## config.mk

```make
export PLATFORM = sky130hd
export DESIGN_NAME = hdseq_top
export DESIGN_NICKNAME = d
export VERILOG_FILES = /design/src/verilog/hdseq_pkg.sv /design/src/verilog/hdseq_chan.sv /design/src/verilog/hdseq_top.sv
export SDC_FILE = /design/constraint.sdc
export NUM_CORES = 1
export LEC_CHECK = 0
export BUFFER_PORTS_ARGS = -buffer_cell sky130_fd_sc_hd__buf_2
export CAP_MARGIN = 20
export CORE_MARGIN = 2
export CORE_UTILIZATION = 35
export DETAILED_ROUTE_END_ITERATION = 10
export PLACE_DENSITY_LB_ADDON = 0.08
export SKIP_LAST_GASP = 1
export SYNTH_ARGS = -nofsm -noshare
export SYNTH_HDL_FRONTEND = slang
export SYNTH_SLANG_ARGS = --single-unit
```

## constraint.sdc

```tcl
create_clock -name clk -period 7.2 [get_ports clk]
set_clock_uncertainty 0.15 [all_clocks]
set_input_delay 0.72 -clock clk [delete_from_list [all_inputs] [get_ports clk]]
set_output_delay 0.72 -clock clk [all_outputs]
set_load 0.01 [all_outputs]
```

## src/verilog/hdseq_pkg.sv

```systemverilog
package hdseq_pkg;
	// Register byte addresses on the plain register port
	localparam logic [7:0] HDSEQ_ADDR_DEPOP_CFG = 8'h14;
	localparam logic [7:0] HDSEQ_ADDR_GAIN_FLAGS = 8'h3F;
	localparam logic [7:0] HDSEQ_ADDR_DRV_CTRL = 8'h10;
	localparam logic [7:0] HDSEQ_ADDR_GAIN_L = 8'h11;
	localparam logic [7:0] HDSEQ_ADDR_GAIN_R = 8'h12;
	localparam logic [7:0] HDSEQ_ADDR_ROUTE = 8'h13;
	// Depop configuration fields
	localparam int HDSEQ_RES_LSB = 0;
	localparam int HDSEQ_NSEL_LSB = 2;
	localparam int HDSEQ_STEP_LSB = 6;
	localparam logic [1:0] HDSEQ_RES_25K = 2'h2;
	localparam logic [7:0] HDSEQ_CFG_RESET = 8'h00;
	// Driver control fields: power and mute per side
	localparam int HDSEQ_PWR_L = 0;
	localparam int HDSEQ_PWR_R = 1;
	localparam int HDSEQ_MUTE_L = 2;
	localparam int HDSEQ_MUTE_R = 3;
	localparam logic [7:0] HDSEQ_CTRL_RESET = 8'h0C;
	// Routing fields: dac, line input one, mixer amplifier
	localparam int HDSEQ_RT_DAC = 0;
	localparam int HDSEQ_RT_LINE = 1;
	localparam int HDSEQ_RT_MIX = 2;
	// Flag positions
	localparam int HDSEQ_FLG_L = 7;
	localparam int HDSEQ_FLG_R = 6;
	localparam int HDSEQ_FLG_LINE_L = 3;
	localparam int HDSEQ_FLG_MIX_L = 1;
	// Gain: code 0 is -6 dB, 1 dB per code up to +29 dB
	localparam logic [5:0] HDSEQ_GAIN_MAX = 6'h23;
	localparam logic [5:0] HDSEQ_ATTEN_START = 6'h3F;
	// Reference tick and step times
	localparam int HDSEQ_CLK_HZ = 125000000;
	localparam int HDSEQ_TICK_US = 1;
	localparam int HDSEQ_TICK_CYC = HDSEQ_CLK_HZ / 1000000 * HDSEQ_TICK_US;
	localparam int HDSEQ_STEP_50_MS = 50;
	localparam int HDSEQ_STEP_100_MS = 100;
	localparam int HDSEQ_STEP_200_MS = 200;
	localparam int HDSEQ_TC_US = 1000;
	typedef enum logic [1:0] {
		HDSEQ_OFF = 2'b00,
		HDSEQ_CHARGE = 2'b01,
		HDSEQ_STEP = 2'b10,
		HDSEQ_ON = 2'b11
	} hdseq_state_t;
endpackage : hdseq_pkg

```

## src/verilog/hdseq_chan.sv

```systemverilog
`timescale 1ns/1ps
module hdseq_chan
	import hdseq_pkg::*;
#(
	parameter int TC_TICKS = HDSEQ_TC_US,
	parameter int MS_TICKS = 1000
) (
	input wire logic clk,
	input wire logic rstn,
	input wire logic tick,
	input wire logic pwr,
	input wire logic routed,
	input wire logic [3:0] nsel,
	input wire logic [1:0] step_sel,
	input wire logic [5:0] gain,
	output logic slow_mode,
	output logic path_en,
	output logic [5:0] atten,
	output logic done
);
	import hdseq_pkg::*;
	hdseq_state_t state_q;
	logic [31:0] cnt_q;
	logic [5:0] atten_q;
	logic done_q;

	// Slow-charge length in ticks, from a table in eighths of a time constant
	function automatic logic [31:0] charge_ticks(input logic [3:0] n);
		logic [31:0] e;
		e = 32'h0;
		unique case (n)
			4'h0: e = 32'h0;
			4'h1: e = 32'h4;
			4'h2: e = 32'h5;
			4'h3: e = 32'h6;
			4'h4: e = 32'h7;
			4'h5: e = 32'h8;
			4'hD: e = 32'h80;
			4'hE: e = 32'hC0;
			4'hF: e = 32'h100;
			default: e = 32'({28'h0, n} - 32'h4) * 32'h8;
		endcase
		return 32'(e * 32'(TC_TICKS) / 32'h8);
	endfunction : charge_ticks

	// Step interval in ticks
	function automatic logic [31:0] step_ticks(input logic [1:0] s);
		logic [31:0] ms;
		ms = 32'h0;
		unique case (s)
			2'h0: ms = 32'h0;
			2'h1: ms = 32'(HDSEQ_STEP_50_MS);
			2'h2: ms = 32'(HDSEQ_STEP_100_MS);
			2'h3: ms = 32'(HDSEQ_STEP_200_MS);
		endcase
		return 32'(ms * 32'(MS_TICKS));
	endfunction : step_ticks

	// Power-up sequence, counters loaded at each phase start
	always_ff @(posedge clk or negedge rstn) begin
		if (!rstn) begin
			state_q <= HDSEQ_OFF;
			cnt_q <= 32'h0;
			atten_q <= HDSEQ_ATTEN_START;
			done_q <= 1'b0;
		end else if (!pwr) begin
			state_q <= HDSEQ_OFF;
			cnt_q <= 32'h0;
			atten_q <= HDSEQ_ATTEN_START;
			done_q <= 1'b0;
		end else begin
			unique case (state_q)
				HDSEQ_OFF: begin
					state_q <= HDSEQ_CHARGE;
					cnt_q <= charge_ticks(nsel);
				end
				HDSEQ_CHARGE: begin
					if (cnt_q == 32'h0) begin
						state_q <= HDSEQ_STEP;
						cnt_q <= step_ticks(step_sel);
						if (step_sel == 2'h0) begin
							atten_q <= 6'h0;
						end
					end else if (tick) begin
						cnt_q <= cnt_q - 32'h1;
					end
				end
				HDSEQ_STEP: begin
					if (!routed) begin
						cnt_q <= step_ticks(step_sel);
					end else if (atten_q == 6'h0) begin
						state_q <= HDSEQ_ON;
						done_q <= 1'b1;
					end else if (cnt_q == 32'h0) begin
						atten_q <= atten_q - 6'h1;
						cnt_q <= step_ticks(step_sel);
					end else if (tick) begin
						cnt_q <= cnt_q - 32'h1;
					end
				end
				HDSEQ_ON: begin
					atten_q <= 6'h0;
				end
			endcase
		end
	end

	assign slow_mode = (state_q == HDSEQ_CHARGE);
	assign path_en = (state_q == HDSEQ_STEP) || (state_q == HDSEQ_ON);
	assign done = done_q;
	// Later gain changes pass straight; stepping only adds attenuation
	assign atten = (gain > atten_q) ? 6'(gain - atten_q) : 6'h0;
endmodule : hdseq_chan

```

## src/verilog/hdseq_top.sv

```systemverilog
// How it works
// Left DAC to left driver, right to right
// Low two bits pick charging resistor
// Bits five to two pick slow-charge time
// Software avoids long codes with 25k resistor
// Drivers stay slow for whole charge time
// No signal path during slow charge
// First routing steps attenuation down gradually
// Bits seven six set step interval
// Stepping only at initial routing
// Flags bits seven six mark stepping done
// Host follows recommended power-up order
// Config written before power, then frozen
// Host checks flags before left power-down
// Mute changes only after steady state
// From -6 dB go -5 dB before mute
// Differential without capacitor may use zero
// Differential load should avoid driver mute
// Driver gain -6 to +29 dB, 1 dB
// Counters run on reference tick, loaded at start
//
// Local design decision: the address-and-strobe port.
`timescale 1ns/1ps
module hdseq_top
	import hdseq_pkg::*;
#(
	parameter int TC_TICKS = HDSEQ_TC_US,
	parameter int MS_TICKS = 1000
) (
	input wire logic clk,
	input wire logic rstn,
	input wire logic [7:0] reg_addr,
	input wire logic [7:0] reg_wdata,
	input wire logic reg_wr,
	input wire logic reg_rd,
	output logic [7:0] reg_rdata,
	input wire logic [15:0] dac_left,
	input wire logic [15:0] dac_right,
	output logic [1:0] depop_charge_resistor,
	output logic slow_mode_left,
	output logic slow_mode_right,
	output logic left_headphone_driver_pwr,
	output logic right_headphone_driver_pwr,
	output logic left_headphone_driver_mute,
	output logic right_headphone_driver_mute,
	output logic [5:0] left_atten,
	output logic [5:0] right_atten,
	output logic [5:0] left_gain,
	output logic [5:0] right_gain,
	output logic [15:0] left_headphone_driver_data,
	output logic [15:0] right_headphone_driver_data
);
	import hdseq_pkg::*;
	logic [7:0] cfg_q;
	logic [7:0] ctrl_q;
	logic [5:0] gain_l_q;
	logic [5:0] gain_r_q;
	logic [2:0] route_q;
	logic [7:0] rdata_q;
	logic [15:0] out_l_q;
	logic [15:0] out_r_q;
	logic [7:0] tick_cnt_q;
	logic tick_q;
	logic path_l;
	logic path_r;
	logic done_l;
	logic done_r;
	logic any_pwr;
	logic routed;
	logic [7:0] flags;

	assign any_pwr = ctrl_q[HDSEQ_PWR_L] | ctrl_q[HDSEQ_PWR_R];
	assign routed = |route_q;

	// Clamp gain code to the documented span
	function automatic logic [5:0] gain_clamp(input logic [7:0] v);
		return (v[5:0] > HDSEQ_GAIN_MAX || v[7:6] != 2'h0) ? HDSEQ_GAIN_MAX : v[5:0];
	endfunction : gain_clamp

	// Reference tick
	always_ff @(posedge clk or negedge rstn) begin
		if (!rstn) begin
			tick_cnt_q <= 8'h0;
			tick_q <= 1'b0;
		end else if (tick_cnt_q == 8'(HDSEQ_TICK_CYC - 1)) begin
			tick_cnt_q <= 8'h0;
			tick_q <= 1'b1;
		end else begin
			tick_cnt_q <= tick_cnt_q + 8'h1;
			tick_q <= 1'b0;
		end
	end

	// Depop configuration, frozen while a driver is powered
	always_ff @(posedge clk or negedge rstn) begin
		if (!rstn) begin
			cfg_q <= HDSEQ_CFG_RESET;
		end else if (reg_wr && reg_addr == HDSEQ_ADDR_DEPOP_CFG && !any_pwr) begin
			cfg_q <= reg_wdata;
		end
	end

	// Driver control, gains and routing
	always_ff @(posedge clk or negedge rstn) begin
		if (!rstn) begin
			ctrl_q <= HDSEQ_CTRL_RESET;
			gain_l_q <= 6'h0;
			gain_r_q <= 6'h0;
			route_q <= 3'h0;
		end else if (reg_wr) begin
			unique case (reg_addr)
				HDSEQ_ADDR_DRV_CTRL: ctrl_q <= {4'h0, reg_wdata[3:0]};
				HDSEQ_ADDR_GAIN_L: gain_l_q <= gain_clamp(reg_wdata);
				HDSEQ_ADDR_GAIN_R: gain_r_q <= gain_clamp(reg_wdata);
				HDSEQ_ADDR_ROUTE: route_q <= reg_wdata[2:0];
				default: ;
			endcase
		end
	end

	// Completion flags; line and mixer bits follow the left driver
	always_comb begin
		flags = 8'h0;
		flags[HDSEQ_FLG_L] = done_l;
		flags[HDSEQ_FLG_R] = done_r;
		flags[HDSEQ_FLG_LINE_L] = done_l & route_q[HDSEQ_RT_LINE];
		flags[HDSEQ_FLG_MIX_L] = done_l & route_q[HDSEQ_RT_MIX];
	end

	// Read data, one cycle after the strobe
	always_ff @(posedge clk or negedge rstn) begin
		if (!rstn) begin
			rdata_q <= 8'h0;
		end else if (reg_rd) begin
			unique case (reg_addr)
				HDSEQ_ADDR_DEPOP_CFG: rdata_q <= cfg_q;
				HDSEQ_ADDR_GAIN_FLAGS: rdata_q <= flags;
				HDSEQ_ADDR_DRV_CTRL: rdata_q <= ctrl_q;
				HDSEQ_ADDR_GAIN_L: rdata_q <= {2'h0, gain_l_q};
				HDSEQ_ADDR_GAIN_R: rdata_q <= {2'h0, gain_r_q};
				HDSEQ_ADDR_ROUTE: rdata_q <= {5'h0, route_q};
				default: rdata_q <= 8'h0;
			endcase
		end else begin
			rdata_q <= 8'h0;
		end
	end
	assign reg_rdata = rdata_q;

	hdseq_chan #(
		.TC_TICKS(TC_TICKS),
		.MS_TICKS(MS_TICKS)
	) u_left (
		.clk(clk),
		.rstn(rstn),
		.tick(tick_q),
		.pwr(ctrl_q[HDSEQ_PWR_L]),
		.routed(routed),
		.nsel(cfg_q[HDSEQ_NSEL_LSB +: 4]),
		.step_sel(cfg_q[HDSEQ_STEP_LSB +: 2]),
		.gain(gain_l_q),
		.slow_mode(slow_mode_left),
		.path_en(path_l),
		.atten(left_atten),
		.done(done_l)
	);

	hdseq_chan #(
		.TC_TICKS(TC_TICKS),
		.MS_TICKS(MS_TICKS)
	) u_right (
		.clk(clk),
		.rstn(rstn),
		.tick(tick_q),
		.pwr(ctrl_q[HDSEQ_PWR_R]),
		.routed(routed),
		.nsel(cfg_q[HDSEQ_NSEL_LSB +: 4]),
		.step_sel(cfg_q[HDSEQ_STEP_LSB +: 2]),
		.gain(gain_r_q),
		.slow_mode(slow_mode_right),
		.path_en(path_r),
		.atten(right_atten),
		.done(done_r)
	);

	// Stereo single-ended DAC path, blocked during charge
	always_ff @(posedge clk or negedge rstn) begin
		if (!rstn) begin
			out_l_q <= 16'h0;
			out_r_q <= 16'h0;
		end else begin
			out_l_q <= (path_l && ctrl_q[HDSEQ_PWR_L] && route_q[HDSEQ_RT_DAC]) ?
				dac_left : 16'h0;
			out_r_q <= (path_r && ctrl_q[HDSEQ_PWR_R] && route_q[HDSEQ_RT_DAC]) ?
				dac_right : 16'h0;
		end
	end

	assign left_headphone_driver_data = out_l_q;
	assign right_headphone_driver_data = out_r_q;
	assign depop_charge_resistor = cfg_q[HDSEQ_RES_LSB +: 2];
	assign left_headphone_driver_pwr = ctrl_q[HDSEQ_PWR_L];
	assign right_headphone_driver_pwr = ctrl_q[HDSEQ_PWR_R];
	assign left_headphone_driver_mute = ctrl_q[HDSEQ_MUTE_L];
	assign right_headphone_driver_mute = ctrl_q[HDSEQ_MUTE_R];
	assign left_gain = gain_l_q;
	assign right_gain = gain_r_q;
endmodule : hdseq_top
```

==> metrics.txt <==
Final Core Density=40.4%; main combinational cell family by area after synthesis=simple AND/OR/NAND/NOR gates; Slew headroom=29.9%; worst setup path class=reg2reg; Most used DFF post-synth=dfrtp_1; Worst-Skew Late Latency=0.45 ns; Netlist cell types=87; synth top area cells=dfrtp_1 31%, ha_1 8.9%, fa_1 5.9%, inv_1 3.7%, o21ai_0 3.6%; initial antenna violation count=0; pin slew with the least headroom to its limit=1.05 ns; Mean Syn Cell Area=8.99 um^2; Syn Inst Count=1313; dominant cell type by area after synthesis=dfrtp_1; most frequent cell after synthesis=dfrtp_1; drt wl/cell=18.9 um; total congestion overflow=0; Clock Tree Buf Depth=2; GRT Total Usage=20.6%; initial drt markers=704; CP Launch Point=cfg_q[5]$_DFFE_PN0P_; worst r2r src=cfg_q[5]$_DFFE_PN0P_; buffer count from post-CTS setup fixing=0; htree depth=4; Placeable Area=33400 um^2; gpl congestion=0.859; Routed WL=35600 um; post-CTS sizing=0; Hold Vio Cnt, Final=0; # clock sinks=158; Slew Viols, Final=0; cts hold-fix bufs=0; chip height=188 um; Vias/cell=5.38; Final ANT Viol Nets=0; post-synthesis cell area=11800 um^2; fill count=3416; CTS buffer count=17; Vias=10142; commonest cells in the netlist=144 x dfrtp_1, 116 x inv_1, 111 x nand2_1; share of layout cells above drive strength 1=16.0%; largest net degree at the start of global routing=65; final worst path period share=91.1%; Leakage=6.56 nW; Max Cap Viol=0; Post-DP HPWL=26900 um; Critical Path Source Type=register; RSZ-0062 raised after global routing=false; row count=67; CP endpoint kind=register; Post-synth EDFFs=0; setup violators final=0; reg-to-reg slack, setup=0.64 ns; Synth Area in Adders=14.8%; arrival time at the worst endpoint=6.79 ns; CTS Root Buffer Type=clkbuf_16; area share of the largest cell type after synthesis=30.5%; final antenna diode count=0; worst min-delay path class=in2async; Power Dens Cells=176 nW/um^2; Net count, final=1595; input/output buffers=123; mux share of post-synthesis cell area=2.43%; status=finished, final reports clean; largest fanout on the critical path=7; Post-Synth Simple-Gate Area=21.1%; Die X=188 um; syn_nets=1484; fmax=153 MHz; complex-gate fraction of the synthesized area=18.0%; DRC viols=0; Seq/Total Area, Yosys=33.7%; Worst Path Required=7.43 ns; clock-pin slew on the worst setup and hold paths=0.07 ns; asr flop ratio synth=100%; Cell Area, Placed=12900 um^2; Post-Synth XOR/XNOR Area=4.45%; I/O Pins=124; final instance area=13500 um^2; fin crit period=6.56 ns; Initial Utilization=35.4%; Area Overhead vs Synth=14.3%; VDD IR max=0.212 mV; CTS tree=built; TritonRoute pass-1 iters=5; first-pass GRT wire length=57300 um; vias in the first global route=10109; Fin Setup TNS=0 ns; die area=35200 um^2; Yosys warning total=0; Synth Register Bits=158
-- sequential cells by signal, summed over array words and instances, names as in the netlist --
name,count
u_right.atten_q,6
u_left.done,1
tick_q,1
left_headphone_driver_data,16
u_right.cnt_q,32
u_right.done,1
u_left.state_q,2
cfg_q,8
reg_rdata,8
left_gain,6
u_left.atten_q,6
right_gain,6
u_left.cnt_q,32
route_q,3
right_headphone_driver_data,16
tick_cnt_q,8
ctrl_q,4
u_right.state_q,2
-- worst max-delay path: stages (launching register included) --
cell and delay [ns]:
dfrtp_1 0.39, inv_1 0.10, ha_1 0.21, nand2b_1 0.13, nor2_1 0.07, a31oi_1 0.66, inv_1 0.24, fa_1 0.56
fa_1 0.52, inv_1 0.05, fa_1 0.49, inv_1 0.05, fa_1 0.38, ha_1 0.34, a21o_1 0.22, a211oi_1 0.26
a221oi_1 0.19, a211o_1 0.43, a211oi_1 0.64, o311ai_0 0.26, nand4_1 0.14
-- cell type report --
class,count,area [um^2],area share [%]
Clock buffer,23,488,3.62
Clock inverter,9,110,0.816
Sequential cell,158,3970,29.4
Tap cell,448,561,4.16
Multi-Input combinational cell,991,7180,53.2
Timing Repair Buffer,139,742,5.50
Inverter,117,439,3.26
-- path summary, 6_finish.rpt --
path,end,cells after the start
worst max-delay path,u_left.cnt_q[24]$_DFFE_PN0P_,20
worst min-delay path,u_left.cnt_q[27]$_DFFE_PN0P_,1
worst max register to register,u_left.cnt_q[24]$_DFFE_PN0P_,20
worst min register to register,u_left.cnt_q[27]$_DFFE_PN0P_,1
max in group asynchronous,tick_cnt_q[1]$_DFF_PN0_,2
min in group clk,right_headphone_driver_data[4]$_DFF_PN0_,2
-- per-stage QoR --
stage	hold slack [ns]	cells	power, W	setup WS, ns
after global routing	0.0181	1885	0.00250	0.164
after CTS	0.00738	1885	0.00239	0.626
after detailed placement	0.331	1853	0.00145	0.652
after global placement	0.322	1853	0.00145	0.763
final	0.000625	1885	0.00237	0.644
after floorplan	0.274	1313	0.00127	1.29
-- cell families (layout without fill, tap and decap cells) --
group | after synthesis | after routing
simple gates | 475 | 475
compound gates | 314 | 314
buf+inv | 164 | 288
flops | 158 | 158
fa+ha+maj | 119 | 119
xor+xnor | 60 | 60
mux | 23 | 23
-- layer usage --
metal  part of all wire (%)  track usage, %  vias to the layer above
met5                      0               0                        -
met4                    1.2            4.82                        0
met3                    4.5            4.04                       27
met2                     46            32.7                      234
met1                     48            29.0                     4959
li1                       -               -                     4922
-- power breakdown --
group | internal [W] | switching, W | total (W) | leakage (nW)
Clock | 0.000548 | 0.000394 | 0.000942 | 0.297
Sequential | 0.000902 | 0.0000228 | 0.000925 | 2.14
Combinational | 0.000173 | 0.000333 | 0.000506 | 4.13
-- cells in the final DEF (no fill, tap or decap), types with 9 or more instances in the layout --
| cell type | count |
|---|---|
| o211ai_1 | 15 |
| buf_4 | 16 |
| a21oi_1 | 59 |
| dfrtp_1 | 144 |
| o21ai_0 | 84 |
| nand3_1 | 46 |
| nand4_1 | 14 |
| dfstp_2 | 14 |
| a31oi_1 | 10 |
| o31ai_1 | 10 |
| inv_1 | 116 |
| a22o_1 | 10 |
| nor4_1 | 19 |
| a21o_1 | 12 |
| a221oi_1 | 11 |
| nor3_1 | 45 |
| nor2b_1 | 19 |
| a22oi_1 | 10 |
| nand2_1 | 111 |
| clkbuf_16 | 17 |
| buf_2 | 122 |
| fa_1 | 35 |
| o21a_1 | 9 |
| and2_1 | 43 |
| xor2_1 | 21 |
| xnor2_1 | 39 |
| or3_1 | 20 |
| nor2_1 | 92 |
| mux2_2 | 15 |
| ha_1 | 84 |
(Power assumes the default switching activity.)
